`src/useq_pkg.sv`:
```
// shared constants and types for the microprogram address sequencer
package useq_pkg;
    localparam int ADDR_W = 9;
    localparam int SLICE_W = 12;
    localparam int STACK_DEPTH = 4;
    localparam int WORD_W = 40;
    localparam int BC_LSB = 17;
    localparam int BC_MSB = 19;
    localparam int NRA_LSB = 23;
    localparam int NRA_MSB = 31;
    localparam int SLV_EN_BIT = 16;
    localparam int IRQ_N = 5;
    localparam logic [2:0] PRIO_IDLE = 3'h7;
    localparam logic [ADDR_W-1:0] RESET_ADDR = 9'h000;
    localparam logic [SLICE_W-1:0] SLICE_ZERO = 12'h000;

    typedef enum logic [2:0] {
        BC_INC = 3'b000,
        BC_JMP = 3'b001,
        BC_JT = 3'b010,
        BC_JF = 3'b011,
        BC_CALL = 3'b100,
        BC_RT = 3'b101,
        BC_RF = 3'b110,
        BC_RET = 3'b111
    } branch_e;

    // adder, stack and output source selects with carry
    typedef struct packed {
        logic [1:0] add_sel;
        logic [1:0] stk_sel;
        logic [1:0] out_sel;
        logic carry;
    } seq_select_code_s;

    localparam logic [1:0] ADD_BA = 2'b00;
    localparam logic [1:0] ADD_A = 2'b01;
    localparam logic [1:0] ADD_B = 2'b10;
    localparam logic [1:0] ADD_C = 2'b11;
    localparam logic [1:0] STK_HOLD = 2'b00;
    localparam logic [1:0] STK_LOAD = 2'b01;
    localparam logic [1:0] STK_POP = 2'b10;
    localparam logic [1:0] STK_PUSH = 2'b11;
    localparam logic [1:0] OUT_DIN = 2'b00;
    localparam logic [1:0] OUT_ADD = 2'b01;
    localparam logic [1:0] OUT_STK = 2'b10;
    localparam logic [1:0] OUT_REG = 2'b11;
endpackage

```
`src/branch_decoder.sv`:
```
// branch decoder: branch field, test bit and trap into select code
`timescale 1ns/100ps
module branch_decoder
    import useq_pkg::*;
(
    input wire logic [2:0] branch_field,
    input wire logic test_bit,
    input wire logic trap,
    output seq_select_code_s sel
);
    function automatic seq_select_code_s mk(input logic [1:0] a, input logic [1:0] s,
                                            input logic [1:0] o, input logic c);
        seq_select_code_s r;
        r.add_sel = a;
        r.stk_sel = s;
        r.out_sel = o;
        r.carry = c;
        return r;
    endfunction

    always_comb
    begin
        sel = mk(ADD_B, STK_HOLD, OUT_ADD, 1'b1);
        if (trap)
            // trap code: push current address, load data input
            sel = mk(ADD_B, STK_PUSH, OUT_DIN, 1'b0);
        else
        begin
            case (branch_e'(branch_field))
                BC_INC: sel = mk(ADD_B, STK_HOLD, OUT_ADD, 1'b1);
                BC_JMP: sel = mk(ADD_A, STK_HOLD, OUT_ADD, 1'b0);
                BC_JT: sel = test_bit ? mk(ADD_A, STK_HOLD, OUT_ADD, 1'b0)
                                      : mk(ADD_B, STK_HOLD, OUT_ADD, 1'b1);
                BC_JF: sel = test_bit ? mk(ADD_B, STK_HOLD, OUT_ADD, 1'b1)
                                      : mk(ADD_A, STK_HOLD, OUT_ADD, 1'b0);
                BC_CALL: sel = mk(ADD_B, STK_PUSH, OUT_DIN, 1'b1);
                BC_RT: sel = test_bit ? mk(ADD_C, STK_POP, OUT_STK, 1'b0)
                                      : mk(ADD_A, STK_HOLD, OUT_ADD, 1'b0);
                BC_RF: sel = test_bit ? mk(ADD_A, STK_HOLD, OUT_ADD, 1'b0)
                                      : mk(ADD_C, STK_POP, OUT_STK, 1'b0);
                BC_RET: sel = mk(ADD_C, STK_POP, OUT_STK, 1'b0);
                default: sel = mk(ADD_B, STK_HOLD, OUT_ADD, 1'b1);
            endcase
        end
    end
endmodule

```
`src/microsequencer_trap_control.sv`:
```
// microprogram address sequencer with slave, interrupt and reset traps
`timescale 1ns/100ps
// Operation
// - output nine address bits from twelve-bit generator
// - power reset clears address register asynchronously
// - branch bits 17-19, next address 23-31
// - test bit picks conditional branch outcome
// - no trap passes next-address field unchanged
// - decoder forms selects from branch, test, trap
// - register and stack update on rising edge
// - microword bit 16 enables slave traps
// - slave access raises trap, flag, pushes address
// - trap forces bit 01 zero, fills 02-05
// - slave trap bits 06-09 from read, address
// - slave reads 0F0-0F7, writes 0F8-0FF
// - error interrupts unmaskable, preempt operation
// - priority abort, timeout, bus, write, timer
// - interrupt conditions registered before priority encoding
// - encoder gives code, disabled by slave flag
// - vectors 000,010,020,030,040
// - interrupt trap zeros 06-09, pushes, loads vector
// - trap suppresses datapath byte clocks
// - return pops saved address, refetches instruction
// - abort from power fail, power reset, I/O reset
// - branch codes per sequencer function table
// - four-deep stack, push drops, pop duplicates
// - trap gives one fixed decoder code
module microsequencer_trap_control
    import useq_pkg::*;
#(
    parameter int DEPTH = STACK_DEPTH
)
(
    input wire logic sequencer_clock_n,
    input wire logic arst_n,
    input wire logic [WORD_W-1:0] microword_lines,
    input wire logic test_bit,
    input wire logic slave_req_a,
    input wire logic slave_req_b_n,
    input wire logic host_read,
    input wire logic [2:0] host_addr_low_bits,
    input wire logic power_reset_n,
    input wire logic power_fail_warn_n,
    input wire logic io_reset_n,
    input wire logic master_timeout_n,
    input wire logic bus_error_n,
    input wire logic write_timing_err_n,
    input wire logic cmd_timer_expired_n,
    output logic [ADDR_W-1:0] micro_addr_out,
    output logic slave_active,
    output logic slave_reject,
    output logic irq_trap_n,
    output logic [2:0] irq_priority_code,
    output logic datapath_clk_en,
    output logic bus_abort_latched_n
);
    // the sequencer_clock_n port is the dedicated lightly loaded clock copy
    wire logic ref_clk = sequencer_clock_n;

    // power reset also clears the output register directly
    wire logic clr_n = arst_n & power_reset_n;

    logic [IRQ_N-1:0] irq_raw;
    logic [IRQ_N-1:0] irq_s1_r;
    logic [IRQ_N-1:0] irq_s2_r;
    logic [IRQ_N-1:0] irq_q_r;
    logic [1:0] slv_s1_r;
    logic [1:0] slv_s2_r;
    logic [3:0] host_s1_r;
    logic [3:0] host_s2_r;

    always_comb
    begin
        irq_raw[0] = ~power_fail_warn_n | ~power_reset_n | ~io_reset_n;
        irq_raw[1] = ~master_timeout_n;
        irq_raw[2] = ~bus_error_n;
        irq_raw[3] = ~write_timing_err_n;
        irq_raw[4] = ~cmd_timer_expired_n;
    end

    // two-stage capture of asynchronous conditions
    always_ff @(posedge ref_clk or negedge arst_n)
    begin
        if (!arst_n)
        begin
            irq_s1_r <= '0;
            irq_s2_r <= '0;
            slv_s1_r <= 2'h0;
            slv_s2_r <= 2'h0;
            host_s1_r <= 4'h0;
            host_s2_r <= 4'h0;
        end
        else
        begin
            irq_s1_r <= irq_raw;
            irq_s2_r <= irq_s1_r;
            slv_s1_r <= {slave_req_a, ~slave_req_b_n};
            slv_s2_r <= slv_s1_r;
            host_s1_r <= {host_read, host_addr_low_bits};
            host_s2_r <= host_s1_r;
        end
    end

    logic [2:0] bc;
    logic [ADDR_W-1:0] next_addr_field;
    logic slv_en;
    always_comb
    begin
        bc = microword_lines[BC_MSB:BC_LSB];
        next_addr_field = microword_lines[NRA_MSB:NRA_LSB];
        slv_en = microword_lines[SLV_EN_BIT];
    end

    // trap state: a taken trap blocks the next request for one cycle
    logic trap_r;
    logic trap_nxt;
    logic slave_active_r;
    logic slave_active_nxt;
    logic reject_r;
    logic reject_nxt;
    logic [2:0] prio_r;
    logic [2:0] prio_nxt;
    logic [IRQ_N-1:0] irq_q_nxt;
    // slave read and register bits held for the trap cycle; pins move on
    logic [3:0] host_q_r;
    logic [3:0] host_q_nxt;
    logic [2:0] enc;
    logic irq_any;
    logic slv_req;
    logic trap;

    function automatic logic [2:0] prio_enc(input logic [IRQ_N-1:0] v);
        logic [2:0] code;
        code = PRIO_IDLE;
        for (int i = IRQ_N - 1; i >= 0; i--)
        begin
            if (v[i])
                code = 3'(i);
        end
        return code;
    endfunction

    always_comb
    begin
        irq_q_nxt = irq_s2_r;
        slv_req = slv_s2_r[1] & slv_s2_r[0];
        irq_any = |irq_q_r;
        enc = prio_enc(irq_q_r);
        slave_active_nxt = slv_req & slv_en & ~trap_r;
        reject_nxt = slv_req & ~slv_en;
        host_q_nxt = slave_active_nxt ? host_s2_r : host_q_r;
        // slave flag disables the encoder
        prio_nxt = slave_active_nxt ? PRIO_IDLE : enc;
        // interrupts cannot be masked by the microword
        trap_nxt = ~trap_r & (slave_active_nxt | irq_any);
    end

    always_ff @(posedge ref_clk or negedge arst_n)
    begin
        if (!arst_n)
        begin
            irq_q_r <= '0;
            trap_r <= 1'b0;
            slave_active_r <= 1'b0;
            reject_r <= 1'b0;
            prio_r <= PRIO_IDLE;
            host_q_r <= 4'h0;
        end
        else
        begin
            irq_q_r <= irq_q_nxt;
            trap_r <= trap_nxt;
            slave_active_r <= slave_active_nxt;
            reject_r <= reject_nxt;
            prio_r <= prio_nxt;
            host_q_r <= host_q_nxt;
        end
    end

    assign trap = trap_r;

    // next-address multiplexers
    logic [ADDR_W-1:0] din;
    always_comb
    begin
        din = next_addr_field;
        if (trap)
        begin
            din[8] = 1'b0;
            din[7:4] = {slave_active_r, prio_r};
            if (slave_active_r)
                din[3:0] = {~host_q_r[3], host_q_r[2:0]};
            else
                din[3:0] = 4'h0;
        end
    end

    seq_select_code_s sel;
    branch_decoder u_dec (
        .branch_field(bc),
        .test_bit(test_bit),
        .trap(trap),
        .sel(sel)
    );

    // address generator: adder, stack, output register
    logic [SLICE_W-1:0] out_r;
    logic [SLICE_W-1:0] out_nxt;
    logic [SLICE_W-1:0] stk_r [DEPTH];
    logic [SLICE_W-1:0] stk_nxt [DEPTH];
    logic [SLICE_W-1:0] din_w;
    logic [SLICE_W-1:0] sum;

    always_comb
    begin
        din_w = {3'h0, din};
        case (sel.add_sel)
            ADD_BA: sum = out_r + din_w + SLICE_W'(sel.carry);
            ADD_A: sum = din_w + SLICE_W'(sel.carry);
            ADD_B: sum = out_r + SLICE_W'(sel.carry);
            default: sum = SLICE_W'(sel.carry);
        endcase
        for (int i = 0; i < DEPTH; i++)
            stk_nxt[i] = stk_r[i];
        case (sel.stk_sel)
            STK_LOAD: stk_nxt[0] = sum;
            STK_POP:
            begin
                for (int i = 0; i < DEPTH - 1; i++)
                    stk_nxt[i] = stk_r[i+1];
            end
            STK_PUSH:
            begin
                stk_nxt[0] = sum;
                for (int i = 1; i < DEPTH; i++)
                    stk_nxt[i] = stk_r[i-1];
            end
            default: ;
        endcase
        case (sel.out_sel)
            OUT_DIN: out_nxt = din_w;
            OUT_ADD: out_nxt = sum;
            OUT_STK: out_nxt = stk_r[0];
            default: out_nxt = out_r;
        endcase
    end

    always_ff @(posedge ref_clk or negedge clr_n)
    begin
        if (!clr_n)
            out_r <= SLICE_ZERO;
        else
            out_r <= out_nxt;
    end

    always_ff @(posedge ref_clk or negedge arst_n)
    begin
        if (!arst_n)
        begin
            for (int i = 0; i < DEPTH; i++)
                stk_r[i] <= SLICE_ZERO;
        end
        else
        begin
            for (int i = 0; i < DEPTH; i++)
                stk_r[i] <= stk_nxt[i];
        end
    end

    always_comb
    begin
        micro_addr_out = out_r[ADDR_W-1:0];
        slave_active = slave_active_r;
        slave_reject = reject_r;
        irq_trap_n = ~(trap_r & ~slave_active_r);
        irq_priority_code = prio_r;
        datapath_clk_en = ~trap_r;
        bus_abort_latched_n = ~irq_q_r[0];
    end
endmodule

```
`config.mk`:
```
export PLATFORM = sky130hd
export DESIGN_NAME = microsequencer_trap_control
export DESIGN_NICKNAME = d
export VERILOG_FILES = /design/src/useq_pkg.sv /design/src/branch_decoder.sv /design/src/microsequencer_trap_control.sv
export SDC_FILE = /design/constraint.sdc
export NUM_CORES = 1
export LEC_CHECK = 0
export BUFFER_PORTS_ARGS = -buffer_cell sky130_fd_sc_hd__buf_2
export CORE_ASPECT_RATIO = 1.5
export CORE_MARGIN = 8
export CORE_UTILIZATION = 51
export CTS_BUF_LIST = sky130_fd_sc_hd__clkbuf_2 sky130_fd_sc_hd__clkbuf_4 sky130_fd_sc_hd__clkbuf_8
export CTS_CLUSTER_DIAMETER = 30
export CTS_CLUSTER_SIZE = 12
export DETAILED_ROUTE_END_ITERATION = 10
export HOLD_SLACK_MARGIN = 0.05
export MAX_ROUTING_LAYER = met4
export PLACE_DENSITY = 0.79
export SYNTH_ARGS = -nofsm -noshare
export SYNTH_HDL_FRONTEND = slang
export SYNTH_HIERARCHICAL = 1
export SYNTH_SLANG_ARGS = --single-unit
export TNS_END_PERCENT = 30
```
`constraint.sdc`:
```
create_clock -name sequencer_clock_n -period 3.25 [get_ports sequencer_clock_n]
set_clock_uncertainty 0.15 [all_clocks]
set_input_delay 0.8125 -clock sequencer_clock_n [delete_from_list [all_inputs] [get_ports sequencer_clock_n]]
set_output_delay 0.8125 -clock sequencer_clock_n [all_outputs]
set_load 0.005 [all_outputs]
```
==> metrics.txt <==
part of the power in combinational logic 0.324; number of max-slew violations in the final report 0; RSZ-0062 raised after global routing no; CTS resizes 0; count of unresolved DRC violations after routing 0; largest net degree at the start of global routing 74; number of hold violations in the final report 0; most common cell in the synthesized netlist dfrtp_1; worst hold path startpoint host_s1_r[0]; area of the mapped netlist approximately 4500 sq um; Post-Place Cells 634; routed len/inst roughly 16 um; Mapped Nets ~520; wire length of the first global-routing pass around 18 mm; DRT Wirelength ~11 mm; final cycle utilization of the critical path 0.957; number of setup buffers added after CTS 0; kind of cell adding the most delay to the critical path compound AO/OA/AOI/OAI gates; highest achievable clock rate between 300 and 400 MHz; largest fanout of any net on the critical path 4; Total Routing Usage GR 0.193; kind of end point of the critical path register; instance count of the mapped netlist between 400 and 500; register bit total from synthesis 82; count of non-filler cells in the finished layout 650; Net Sw Power about 0.0012 W; DIE HEIGHT 131 um; Port Buf Inserts between 40 and 50; Synth area leader dfrtp_1; total number of vias 3692; # clock sinks between 80 and 90; Max-cap violations 0; I/O pins 73; startpoint class of the critical path primary input; kind of critical path in -> reg; total global routing overflow 0; Clock Power Share 0.229; length of the first detailed-routing pass in iterations 4; cts bufs inserted 9; DR vias/cell 5.68; placeable core region 8720 sq um; cells taking the most area after synthesis dfrtp_1, mux2i_1, a21oi_1; sequential fraction of the synthesis area 0.457; leading cell types by count after synthesis dfrtp_1, a21oi_1, nor2_1; number of global-route vias before repair 3717; reg2reg start trap; fraction of registers with async set or reset after synthesis 1.00; cell seen most often among critical-path stages fa_2; antenna violations before repair 0; origin of the worst setup path test_bit; clock latency at the later pin of the worst-skew pair 0.35 ns; number of placement rows 42; Finished Core Util 0.620; number of unique standard cell types used by synthesis 72; transition time of the tightest slew-check pin between 0.8 and 0.9 ns; Post-CTS Hold Fix Bufs 0; Starting Density 0.516; clock tree from TritonCTS yes; critical path, cell by cell buf_2, o21ai_1, a32o_2, inv_1, fa_2, fa_2, nand2b_1, a211o_1, nand2_1, mux2i_1, a211oi_1, buf_4, a21oi_1; result of the run complete, no violations; Net Sw Frac 0.336; shortest clock period the worst path allows after layout between 3 and 4 ns; final-layout setup total negative slack 0 ns; share of cells above drive strength 1 0.291; Int Pwr roughly 0.0023 W; arrival time of the worst setup path 3.19 ns; maximum buffer depth of the clock tree 2; max-slew headroom at the worst pin 0.419; Final setup violation count 0; Synth top area share 0.439; number of nets in the layout 607; worst vdd ir 0.387 mV; final-layout fill cell count 735; number of enable flip-flop cells after synthesis 0; Total Die Area 12100 sq um; portion of total power attributed to sequential cells 0.447; clock slew seen by the registers of the worst setup and hold paths 0.08 ns; HPWL after detailed placement 8.28 mm; clock root buffer master clkbuf_8; Die Wd 92.7 um; area overhead of the layout relative to synthesis 20.2%; violation count after the first detailed-routing iteration 156; number of diodes added for antenna fixing 0; PwrDens 646 nW/um^2; number of buffers and inverters on the critical path 3; Warnings, synthesis 6; average size of a mapped cell roughly 10 sq um; static leakage 2.64 nW; largest stage delay on the critical path 0.38 ns; required time reported for the critical path endpoint around 3.3 ns; depth of the CTS H-tree 3; path type of the worst min-delay path reg -> reg; Main synth FF type dfrtp_1; global placer's final weighted congestion 0.943; tightest hold margin 0.201 ns; cell with the largest stage delay on the worst path fa_2; number of antenna-violating nets in the routed design 0
## area by class of cell
class,count,area [sq um],area share
multi-input combinational,316,2280,0.421
timing repair buffer,95,601,0.111
tap,110,138,0.0254
sequential,82,2060,0.380
inverter,31,116,0.0215
clock inverter,7,98.8,0.0183
clock buffer,9,124,0.0229
## layer usage
layer / track usage / routed length (um) / vias to the layer above
met1: 0.186 / 4030 / 1795
met5: - / 0 / -
li1: - / - / 1763
met4: 0.130 / 552 / 0
met2: 0.349 / 5690 / 93
met3: 0.0314 / 369 / 41
## power by group through the flow
stage                     sequential [W]  clock [W]  combinational, W
after floorplan                  0.00150          0          0.000764
after global placement           0.00155          0           0.00107
after detailed placement         0.00158          0           0.00112
after CTS                        0.00156   0.000826           0.00113
after global routing             0.00161   0.000872           0.00126
final                            0.00156   0.000801           0.00113
## sequential cells by signal (all words and copies together) (netlist names), 3 cells and up
| signal | count |
|---|---|
| stk_r | 36 |
| out_r | 9 |
| irq_q_nxt | 5 |
| irq_q_r | 5 |
| irq_s1_r | 5 |
| host_q_r | 4 |
| host_s1_r | 4 |
| host_s2_r | 4 |
| irq_priority_code | 3 |
## metrics by stage
| step | instance area, sq um | power, W | setup WS, ns |
|---|---|---|---|
| floorplan | 4520 | 0.00227 | 0.00254 |
| global placement | 5170 | 0.00262 | -0.236 |
| detailed placement | 5170 | 0.00270 | -0.255 |
| CTS | 5400 | 0.00351 | 0.0989 |
| global route | 5410 | 0.00374 | 0.0177 |
| finish | 5410 | 0.00349 | 0.140 |
## cells by family after synthesis
kind of cell             share of synthesized area
multiplexers                                 0.102
XOR/XNOR                                    0.0234
flip-flops                                   0.457
AO/OA/AOI/OAI                                0.181
adder cells (fa/ha/maj)                     0.0478
buffers and inverters                       0.0498
AND/OR/NAND/NOR                              0.140
## cell usage in the layout (no fill, tap or decap), types with 3 or more instances in the layout
cell	synthesis	routed
and3_1	3	3
xor2_1	4	4
clkbuf_8	0	9
mux2_2	9	9
a211oi_2	1	3
nor2b_1	6	6
dfrtp_1	79	78
inv_1	31	31
or2_2	3	3
nand2b_1	9	8
nand3_1	8	8
o21ai_2	3	3
a21oi_1	42	40
ha_1	14	14
a211oi_1	9	7
nor2_1	40	40
o31ai_1	5	4
xnor2_1	8	8
a21oi_2	1	3
o21ai_0	22	21
nand2_1	33	33
o211ai_1	3	3
dfstp_2	3	3
buf_4	2	50
a21o_1	4	4
buf_2	8	45
mux2i_1	32	31
a22oi_1	3	3
## path summary, 6_finish.rpt
path	endpoint	cells after the start	slack [ns]
setup / recovery	stk_r[42]	13	0.14
hold / removal	host_s2_r[0]	0	0.20
setup reg to reg	out_r[5]	10	0.18
hold reg to reg	host_s2_r[0]	0	0.20
max in group asynchronous	trap	2	1.83
min in group asynchronous	out_r[0]	2	0.39
Note: power is estimated with default switching activity, not from simulation.
